===== src/hdl/cplc_consts.vh =====
// constants of the cable port and link power block
`ifndef CPLC_CONSTS_VH
`define CPLC_CONSTS_VH

// register byte offsets
`define CPLC_REG_CTRL 32'h0000_0000
`define CPLC_REG_STATUS 32'h0000_0004
`define CPLC_REG_CONFIG 32'h0000_0008
`define CPLC_REG_ARB 32'h0000_000c

// control register fields
`define CPLC_CTRL_DIS_LSB 0
`define CPLC_CTRL_SUSP_LSB 4

// speed codes
`define CPLC_SPD_S100 2'h0
`define CPLC_SPD_S200 2'h1
`define CPLC_SPD_S400 2'h2

// timing: 25 us of low power status in 10 ns clocks, link-on half period
`define CPLC_LPS_LOW_CYC 12'd2500
`define CPLC_LKON_HALF_CYC 5'd8

// ahb transfer type
`define CPLC_HTRANS_NONSEQ 2'h2

`endif


===== src/hdl/cplc_top.v =====
// top of the cable port and link power control block
//
// How it works
// - received bits grouped 2/4/8 by packet speed, retimed to system clock
// - received packet repeated on every other active connected port
// - arbitration status taken from pair a and pair b comparators
// - pair a common mode during arbitration selects next packet speed
// - pair b common mode reports remote bias per port
// - power class pins and contender pin give four self-id defaults
// - suspended port moves no packets but keeps both detectors working
// - all three ports suspended drops core power; clock generator and bias detection stay on
// - own bias off: pair a common mode is the connect-detect
// - port tx/rx off on power-down, reset, no cable, or arbitration
// - port bias off on power-down, reset, or link disable command
// - no-cable flag high when all ports disconnected, unfiltered, works powered down
// - link power status low over 25 us deactivates link interface
// - repeating continues while link interface is deactivated
// - link-on packet starts square wave on contender/link-on pin
// - on status high, stop square wave first, then enable interface
// - transmit groups of 2/4/8 bits latched per clock, then serialised
// - power-down stops clock generator, leaves pair b bias detectors
`timescale 1ns/1ps
`default_nettype none
`include "cplc_consts.vh"

module cplc_top (
    input wire sys_clk_in,
    input wire rst_in,
    // ahb-lite slave
    input wire hsel_in,
    input wire [31:0] haddr_in,
    input wire [1:0] htrans_in,
    input wire hwrite_in,
    input wire [2:0] hsize_in,
    input wire [31:0] hwdata_in,
    input wire hready_in,
    output reg [31:0] hrdata_out,
    output wire hreadyout_out,
    output wire hresp_out,
    // analog comparator levels, per port
    input wire [5:0] cable_pair_a_line_in,
    input wire [5:0] cable_pair_b_line_in,
    input wire [5:0] cable_pair_a_speed_in,
    input wire [2:0] cable_pair_b_bias_in,
    input wire [2:0] cable_pair_a_connect_in,
    // decoded receive stream
    input wire rx_bit_clk_in,
    input wire rx_bit_in,
    input wire rx_active_in,
    input wire [2:0] rx_port_in,
    input wire [1:0] rx_speed_in,
    input wire linkon_pkt_in,
    // internal arbitration control
    input wire arb_phase_in,
    input wire [2:0] arb_disable_in,
    // straps and power
    input wire [2:0] power_class_inputs_in,
    input wire power_down_input_in,
    input wire link_power_status_in,
    input wire contender_linkon_pin_in,
    output reg contender_linkon_pin_out,
    output wire contender_linkon_pin_oe_out,
    // link controller data
    output reg [7:0] link_rx_data_out,
    output reg link_rx_valid_out,
    input wire [7:0] link_tx_data_in,
    input wire [1:0] link_tx_speed_in,
    input wire link_tx_valid_in,
    output wire link_tx_ready_out,
    output reg tx_bit_out,
    output wire [2:0] tx_port_en_out,
    // repeater and port outputs
    output reg rep_bit_out,
    output reg [2:0] rep_port_en_out,
    output wire [2:0] port_bias_output_en_out,
    output wire [2:0] port_trx_en_out,
    output wire [2:0] bias_detect_out,
    output reg [11:0] arb_status_out,
    output reg [1:0] next_speed_out,
    output reg [3:0] self_id_cfg_out,
    output wire no_cable_active_flag_out,
    output wire link_if_active_out,
    output wire clock_gen_en_out,
    output wire core_power_en_out
);

    // ****
    // input synchronisers
    // ****
    localparam SW = 38;
    wire [SW-1:0] sync_vec;
    wire [5:0] pa_line;
    wire [5:0] pb_line;
    wire [5:0] pa_speed;
    wire [2:0] pb_bias;
    wire [2:0] pa_conn;
    wire [2:0] rx_port;
    wire [2:0] pclass;
    wire rx_clk_s;
    wire rx_bit_s;
    wire rx_act_s;
    wire pd_s;
    wire lps_s;
    wire cont_s;
    wire [1:0] rx_spd_s;

    // pins and link clock pass two flops first
    cplc_sync #(.W(SW)) u_sync (
        .sys_clk_in(sys_clk_in),
        .rst_in(rst_in),
        .async_in({rx_speed_in, cable_pair_a_line_in, cable_pair_b_line_in,
                   cable_pair_a_speed_in, cable_pair_b_bias_in, cable_pair_a_connect_in,
                   rx_port_in, power_class_inputs_in, rx_bit_clk_in, rx_bit_in,
                   rx_active_in, power_down_input_in, link_power_status_in,
                   contender_linkon_pin_in}),
        .sync_out(sync_vec)
    );
    assign {rx_spd_s, pa_line, pb_line, pa_speed, pb_bias, pa_conn, rx_port, pclass,
            rx_clk_s, rx_bit_s, rx_act_s, pd_s, lps_s, cont_s} = sync_vec;

    // ****
    // software control register
    // ****
    reg [2:0] port_dis;
    reg [2:0] port_susp;
    reg wr_pend;
    reg [31:0] wr_addr;

    // ****
    // per-port enables and detection
    // ****
    wire [2:0] connected;
    wire all_susp;

    // all ports suspended: core power goes, bias detectors stay
    assign all_susp = &port_susp;
    assign core_power_en_out = ~pd_s & ~all_susp;
    assign clock_gen_en_out = ~pd_s;
    // pair b bias detectors run regardless of power-down
    assign bias_detect_out = pb_bias;

    genvar gi;
    generate
        for (gi = 0; gi < 3; gi = gi + 1)
        begin : g_port
            cplc_port u_port (
                .power_down_in(pd_s),
                .rst_in(rst_in),
                .link_disable_in(port_dis[gi]),
                .suspend_in(port_susp[gi]),
                .core_off_in(all_susp),
                .arb_disable_in(arb_disable_in[gi]),
                .bias_detect_in(pb_bias[gi]),
                .connect_detect_in(pa_conn[gi]),
                .bias_en_out(port_bias_output_en_out[gi]),
                .connected_out(connected[gi]),
                .port_en_out(port_trx_en_out[gi])
            );
        end
    endgenerate

    // and of disconnected ports, unfiltered so it tracks the cable
    assign no_cable_active_flag_out = &(~connected);

    // ****
    // arbitration status and speed signalling
    // ****
    reg [1:0] spd_max;
    integer si;

    // fastest speed signalled on any enabled port wins
    always @*
    begin
        spd_max = `CPLC_SPD_S100;
        for (si = 0; si < 3; si = si + 1)
        begin
            if (port_trx_en_out[si] && pa_speed[2*si +: 2] > spd_max)
            begin
                spd_max = pa_speed[2*si +: 2];
            end
        end
    end

    // line states held between arbitration phases
    always @(posedge sys_clk_in)
    begin
        if (rst_in)
        begin
            arb_status_out <= 12'h000;
            next_speed_out <= `CPLC_SPD_S100;
        end
        else if (arb_phase_in)
        begin
            arb_status_out <= {pa_line[5:4], pb_line[5:4], pa_line[3:2], pb_line[3:2],
                               pa_line[1:0], pb_line[1:0]};
            next_speed_out <= spd_max;
        end
    end

    // ****
    // self-id defaults caught after reset release
    // ****
    reg [1:0] cfg_cnt;

    // straps taken once the cleared synchroniser has refilled
    always @(posedge sys_clk_in)
    begin
        if (rst_in)
        begin
            cfg_cnt <= 2'h0;
            self_id_cfg_out <= 4'h0;
        end
        else if (cfg_cnt != 2'h3)
        begin
            cfg_cnt <= cfg_cnt + 2'h1;
            if (cfg_cnt == 2'h2)
            begin
                self_id_cfg_out <= {cont_s, pclass};
            end
        end
    end

    // ****
    // link power state machine
    // ****
    localparam ST_OFF = 4'b0001;
    localparam ST_WAVE = 4'b0010;
    localparam ST_STOP = 4'b0100;
    localparam ST_ON = 4'b1000;
    localparam [11:0] LPS_CYC = `CPLC_LPS_LOW_CYC;
    localparam [4:0] HALF_CYC = `CPLC_LKON_HALF_CYC;

    reg [3:0] state;
    reg [3:0] next_state;
    reg [11:0] lps_cnt;
    reg [4:0] div_cnt;
    wire lps_expired;

    // low time counted in system clocks; any high sample restarts it
    always @(posedge sys_clk_in)
    begin
        if (rst_in || lps_s)
        begin
            lps_cnt <= 12'h000;
        end
        else if (!lps_expired)
        begin
            lps_cnt <= lps_cnt + 12'h001;
        end
    end
    assign lps_expired = (lps_cnt == LPS_CYC);

    always @*
    begin
        next_state = state;
        case (state)
            ST_OFF:
            begin
                if (linkon_pkt_in)
                begin
                    next_state = ST_WAVE;
                end
                else if (lps_s)
                begin
                    next_state = ST_ON;
                end
            end
            ST_WAVE:
            begin
                if (lps_s)
                begin
                    next_state = ST_STOP;
                end
            end
            ST_STOP:
            begin
                next_state = ST_ON;
            end
            ST_ON:
            begin
                if (lps_expired)
                begin
                    next_state = ST_OFF;
                end
            end
            default:
            begin
                next_state = ST_OFF;
            end
        endcase
    end

    // square wave divided from the system clock while waiting for the link
    always @(posedge sys_clk_in)
    begin
        if (rst_in)
        begin
            state <= ST_OFF;
            div_cnt <= 5'h00;
            contender_linkon_pin_out <= 1'b0;
        end
        else
        begin
            state <= next_state;
            if (next_state != ST_WAVE)
            begin
                div_cnt <= 5'h00;
                contender_linkon_pin_out <= 1'b0;
            end
            else if (div_cnt == HALF_CYC - 5'h01)
            begin
                div_cnt <= 5'h00;
                contender_linkon_pin_out <= ~contender_linkon_pin_out;
            end
            else
            begin
                div_cnt <= div_cnt + 5'h01;
            end
        end
    end
    // drive the pin only while signalling; straps read it otherwise
    assign contender_linkon_pin_oe_out = (state == ST_WAVE);
    assign link_if_active_out = (state == ST_ON) & ~pd_s;

    // ****
    // receive: repeat and deserialise
    // ****
    reg rx_clk_d;
    reg [7:0] rx_shift;
    reg [2:0] rx_cnt;
    wire rx_edge;
    wire [2:0] rx_last;

    assign rx_edge = rx_clk_s & ~rx_clk_d;
    assign rx_last = (rx_spd_s == `CPLC_SPD_S400) ? 3'd7 :
                     (rx_spd_s == `CPLC_SPD_S200) ? 3'd3 : 3'd1;

    // repeating ignores the link interface state so the bus keeps working
    always @(posedge sys_clk_in)
    begin
        if (rst_in)
        begin
            rx_clk_d <= 1'b0;
            rx_shift <= 8'h00;
            rx_cnt <= 3'd0;
            rep_bit_out <= 1'b0;
            rep_port_en_out <= 3'h0;
            link_rx_data_out <= 8'h00;
            link_rx_valid_out <= 1'b0;
        end
        else
        begin
            rx_clk_d <= rx_clk_s;
            link_rx_valid_out <= 1'b0;
            rep_port_en_out <= rx_act_s ? (port_trx_en_out & ~rx_port) : 3'h0;
            if (!rx_act_s)
            begin
                rx_cnt <= 3'd0;
            end
            else if (rx_edge)
            begin
                rep_bit_out <= rx_bit_s;
                rx_shift <= {rx_shift[6:0], rx_bit_s};
                if (rx_cnt == rx_last)
                begin
                    rx_cnt <= 3'd0;
                    // a group reaches the link only while its interface is awake
                    if (link_if_active_out)
                    begin
                        link_rx_data_out <= {rx_shift[6:0], rx_bit_s};
                        link_rx_valid_out <= 1'b1;
                    end
                end
                else
                begin
                    rx_cnt <= rx_cnt + 3'd1;
                end
            end
        end
    end

    // ****
    // transmit: latch a group, shift it out msb first
    // ****
    reg [7:0] tx_shift;
    reg [3:0] tx_left;

    // no new group is taken until the previous one has left
    assign link_tx_ready_out = (tx_left == 4'd0) & link_if_active_out & ~rx_act_s;
    assign tx_port_en_out = (tx_left != 4'd0) ? port_trx_en_out : 3'h0;

    always @(posedge sys_clk_in)
    begin
        if (rst_in)
        begin
            tx_shift <= 8'h00;
            tx_left <= 4'd0;
            tx_bit_out <= 1'b0;
        end
        else if (link_tx_valid_in && link_tx_ready_out)
        begin
            tx_left <= (link_tx_speed_in == `CPLC_SPD_S400) ? 4'd8 :
                       (link_tx_speed_in == `CPLC_SPD_S200) ? 4'd4 : 4'd2;
            tx_shift <= (link_tx_speed_in == `CPLC_SPD_S400) ? link_tx_data_in :
                        (link_tx_speed_in == `CPLC_SPD_S200) ? {link_tx_data_in[3:0], 4'h0} :
                        {link_tx_data_in[1:0], 6'h00};
        end
        else if (tx_left != 4'd0)
        begin
            tx_bit_out <= tx_shift[7];
            tx_shift <= {tx_shift[6:0], 1'b0};
            tx_left <= tx_left - 4'd1;
        end
    end

    // ****
    // ahb-lite slave, zero wait states
    // ****
    wire [31:0] st_word;
    wire addr_ok;

    assign hreadyout_out = 1'b1;
    assign hresp_out = 1'b0;
    assign addr_ok = hsel_in & hready_in & (htrans_in == `CPLC_HTRANS_NONSEQ);
    assign st_word = {18'h0_0000, next_speed_out, core_power_en_out,
                      contender_linkon_pin_oe_out, link_if_active_out,
                      no_cable_active_flag_out, 1'b0, pb_bias, 1'b0, connected};

    // read data registered in the address phase so it stands in the data phase
    always @(posedge sys_clk_in)
    begin
        if (rst_in)
        begin
            wr_pend <= 1'b0;
            wr_addr <= 32'h0000_0000;
            hrdata_out <= 32'h0000_0000;
            port_dis <= 3'h0;
            port_susp <= 3'h0;
        end
        else
        begin
            wr_pend <= addr_ok & hwrite_in;
            wr_addr <= haddr_in;
            if (addr_ok && !hwrite_in)
            begin
                case (haddr_in)
                    `CPLC_REG_CTRL: hrdata_out <= {25'h000_0000, port_susp, 1'b0, port_dis};
                    `CPLC_REG_STATUS: hrdata_out <= st_word;
                    `CPLC_REG_CONFIG: hrdata_out <= {28'h000_0000, self_id_cfg_out};
                    `CPLC_REG_ARB: hrdata_out <= {20'h0_0000, arb_status_out};
                    default: hrdata_out <= 32'h0000_0000;
                endcase
            end
            if (wr_pend && wr_addr == `CPLC_REG_CTRL)
            begin
                port_dis <= hwdata_in[`CPLC_CTRL_DIS_LSB +: 3];
                port_susp <= hwdata_in[`CPLC_CTRL_SUSP_LSB +: 3];
            end
        end
    end

endmodule
`default_nettype wire


===== src/hdl/cplc_sync.v =====
// two flip-flop synchroniser for a group of level inputs
`timescale 1ns/1ps
`default_nettype none

module cplc_sync #(
    parameter W = 1
) (
    input wire sys_clk_in,
    input wire rst_in,
    input wire [W-1:0] async_in,
    output reg [W-1:0] sync_out
);

    reg [W-1:0] meta;

    // meta is read by sync_out only, never by logic
    always @(posedge sys_clk_in)
    begin
        if (rst_in)
        begin
            meta <= {W{1'b0}};
            sync_out <= {W{1'b0}};
        end
        else
        begin
            meta <= async_in;
            sync_out <= meta;
        end
    end

endmodule
`default_nettype wire


===== src/hdl/cplc_port.v =====
// enable and connection logic of one cable port
`timescale 1ns/1ps
`default_nettype none

module cplc_port (
    input wire power_down_in,
    input wire rst_in,
    input wire link_disable_in,
    input wire suspend_in,
    input wire core_off_in,
    input wire arb_disable_in,
    input wire bias_detect_in,
    input wire connect_detect_in,
    output wire bias_en_out,
    output wire connected_out,
    output wire port_en_out
);

    // own bias drops on power-down, reset or a link disable command
    assign bias_en_out = ~power_down_in & ~rst_in & ~link_disable_in;
    // own bias off: pair a connect-detect; on: remote bias
    assign connected_out = bias_en_out ? bias_detect_in : connect_detect_in;
    // suspended ports keep only the detectors above alive
    assign port_en_out = ~power_down_in & ~rst_in & connected_out & ~arb_disable_in
                         & ~suspend_in & ~link_disable_in & ~core_off_in;

endmodule
`default_nettype wire


===== config.mk =====
export PLATFORM = sky130hd
export DESIGN_NAME = cplc_top
export DESIGN_NICKNAME = d
export VERILOG_FILES = /design/src/hdl/cplc_top.v /design/src/hdl/cplc_sync.v /design/src/hdl/cplc_port.v
export VERILOG_INCLUDE_DIRS = /design/src /design/src/hdl
export SDC_FILE = /design/constraint.sdc
export NUM_CORES = 1
export LEC_CHECK = 0
export BUFFER_PORTS_ARGS = -buffer_cell sky130_fd_sc_hd__buf_2
export CAP_MARGIN = 0
export CORE_MARGIN = 1
export CORE_UTILIZATION = 45
export DETAILED_ROUTE_END_ITERATION = 16
export PLACE_DENSITY = 0.78
export RECOVER_POWER = 50
export SLEW_MARGIN = 25
export SYNTH_ARGS = -nofsm -noshare
export SYNTH_HDL_FRONTEND = slang
export SYNTH_SLANG_ARGS = --single-unit

===== constraint.sdc =====
create_clock -name sys_clk_in -period 3.1 [get_ports sys_clk_in]
set_input_delay 0.62 -clock sys_clk_in [delete_from_list [all_inputs] [get_ports sys_clk_in]]
set_output_delay 0.62 -clock sys_clk_in [all_outputs]
set_load 0.01 [all_outputs]

==> metrics.txt <==
DPL Wire Length=12,800 um; Critical Path AT=3.40 ns; GRT overflow=0; Post-DRT Antenna Nets=0; Peak VDD IR=0.000411 V; Buf+Inv Stages, Crit Path=1; All-Layer GR Usage=19.8%; Logic pwr share=10.9%; worst r2r src=u_sync.sync_out[15]; Sw Share=23.8%; Most used DFF post-synth=dfxtp_1; htree depth=1; leading cell types by count after synthesis=207 x dfxtp_1, 114 x nor2b_1, 63 x nor2_1, 40 x a21oi_1, 40 x clkbuf_1; Most Frequent Cell on Critical Path=o2111ai_2; crit-path max FO=4; Leak=0.00381 uW; Hold EP=u_sync.meta[16]; clk slew on worst S/H paths=0.06 ns; Num Clock Sinks=207; routed len/inst=15.1 um; CP Class=flop to flop; Worst EP required=3.48 ns; Reg-to-Reg End=next_speed_out[0]; max incr delay on CP=0.41 ns; Final #Nets=1,115; Synth Instances=818; Max Cap Viol=0; final wirelength=18,200 um; DR iter-0 viols=386; routed vias=6,059; area leader, netlist=dfxtp_1; setup slack, reg-to-reg=0.08 ns; min-delay worst type=input port to flop; PwrDens=629 nW/um2; layout cell share with drive strength beyond 1=20.0%; Yosys top cell area share=52.5%; CTS Root Cell=clkbuf_16; Crit. End Element=flop; Fmax=331 MHz; Max Buffers Root-to-Sink=3; CTS tree=yes; DP Cell Count=1,165; pre-CTS WS=-0.393 ns; hold path start=cable_pair_b_bias_in[1]; first-pass GRT wire length=28,100 um; slew at the pin closest to its max-slew limit=0.996 ns; Clk network pwr share=41.2%; setup_tns=0 ns; Int Pwr=4570 uW; worst-path cell chain=or3b_4, nor3_4, inv_2, ha_4, nor2b_2, o2111ai_2, mux2i_2, ha_1, nor2b_1, o2111ai_2, o31ai_1, a31o_2; Avg Cell Area, Syn=9.64 um2; final setup margin=0.0777 ns; status=finished clean; routed vias/inst=5.02; Slew Limit Headroom=33.6%; top post-synthesis cells by area=dfxtp_1 53%, nor2b_1 9.0%, mux2i_1 3.3%; DRT Pass-1 Iters=7; Cell Rows=48; asr flop ratio synth=0%; most instantiated library cell after synthesis=dfxtp_1; Synth Register Bits=207; IO Pins=213; die area=18,100 um2; Netlist cell types=58; Die X=134 um; CTS Buf Count=21; Fin. Hold Viols=0; Crit. path cell count=12; Layout Cells excl Fill=1,208; CP Launch Type=flop; max-slew violations=0; # fillers=1,560; Starting Density=45.9%; Worst Reg2Reg Path Length in Cells=12; I/O Buffers=163; register area share after synthesis=52.5%; YS warnings=0; Final Util=55.5%; Final setup viols=0; Sw Pwr=1420 uW; Core ar.=17,200 um2; Final Wtd Congestion=0.821; Seq pwr share=47.9%; Final min period=3.02 ns; slowest CP cell=or3b_4; area delta synth->final=20.8%; Hold Crit Depth=2; Post-synth EDFFs=0; Worst-Skew Late Latency=0.49 ns; die height=134 um; largest net degree at the start of global routing=103; final period utilization=97.5%; DRC violations left=0; CP top delay family=simple AND/OR/NAND/NOR gates; number of global-route vias before repair=5,495; skew final=0.00783 ns; initial antenna violation count=1; mapped cell area=7890 um2
area by class of cell:
class / count / area (um2) / share of cell area, %
antenna: 1 / 2.50 / 0.0263
inverter: 26 / 97.6 / 1.02
timing repair buffer: 187 / 936 / 9.82
tap: 225 / 282 / 2.96
clock inverter: 3 / 40.0 / 0.420
sequential: 207 / 4150 / 43.5
multi-input combinational: 529 / 3380 / 35.5
clock buffer: 30 / 639 / 6.71
worst max path at each step:
stage	slack [ns]	to	startpoint
4_1_cts	0.02	next_speed_out[0]	u_sync.sync_out[15]
5_1_grt	-0.004	next_speed_out[0]	u_sync.sync_out[15]
6_report	0.08	next_speed_out[0]	u_sync.sync_out[15]
3_3_place_gp	-0.22	next_speed_out[0]	arb_disable_in[0]
2_1_floorplan	-0.03	next_speed_out[0]	rst_in
3_5_place_dp	-0.39	next_speed_out[0]	arb_disable_in[0]
metal layers:
layer  up-vias  part of all wire (%)  GRT usage [%]  wire length, um
met5         -                     0              0                0
li1       3062                     -              -                -
met1      2775                    45           26.0             8240
met2       174                    46           31.8             8420
met4         0                   4.0           9.30              723
met3        48                   4.7           3.33              860
registers in the layout, indices dropped and copies added, names as in the netlist, 2 cells and up:
register and flops:
u_sync.meta 38, u_sync.sync_out 38, wr_addr 32, hrdata_out 14
arb_status_out 12, lps_cnt 12, link_rx_data_out 8, tx_shift 8
rx_shift 7, div_cnt 5, self_id_cfg_out 4, state 4
tx_left 4, port_dis 3, port_susp 3, rep_port_en_out 3
rx_cnt 3, cfg_cnt 2, next_speed_out 2
through the flow:
| step | instance area [um2] | hold slack [ns] | power [uW] |
|---|---|---|---|
| floorplan | 7970 | 0.375 | 3370 |
| global placement | 8800 | 0.380 | 3540 |
| detailed placement | 8800 | 0.388 | 3570 |
| CTS | 9540 | 0.325 | 6030 |
| global route | 9530 | 0.329 | 6240 |
| finish | 9530 | 0.339 | 5990 |
power by group through the flow:
stage,Combinational [uW],Sequential (uW),Clock [uW]
6_report,655,2870,2470
5_1_grt,722,2880,2630
4_1_cts,651,2860,2520
3_5_place_dp,645,2920,0
3_3_place_gp,628,2920,0
2_1_floorplan,468,2900,0
timing repair:
action,CTS,global route
pin swaps,4,5
buffers inserted,6,3
gates resized for setup,5,5
hold buffers,0,0
endpoints found under the setup margin,1,2
cells by family (layout without fill, tap and decap cells):
kind of cell	Yosys count	in the layout	synth area share, %
XOR/XNOR	16	16	1.78
AO/OA/AOI/OAI	105	105	8.81
AND/OR/NAND/NOR	343	343	24.4
adder cells (fa/ha/maj)	15	15	2.38
buffers and inverters	100	246	6.17
multiplexers	30	30	3.87
flip-flops	207	207	52.5
other	2	21	0.0952
cell usage in the layout (no fill, tap or decap), types with 5 or more instances in the layout:
cell type	count
a21oi_1	40
a22oi_1	6
buf_2	112
buf_4	23
clkbuf_1	52
clkbuf_16	21
clkbuf_8	8
conb_1	20
dfxtp_1	206
ha_1	14
inv_1	25
mux2i_1	25
nand2_1	39
nand3_1	25
nand4_1	12
nor2_1	63
nor2b_1	113
nor3_1	19
nor3b_1	5
nor4_1	16
o21ai_0	15
o2bb2ai_1	9
o31ai_1	8
or2_2	5
or3_1	7
xnor2_1	10
xor2_1	6
(Power assumes the default switching activity.)
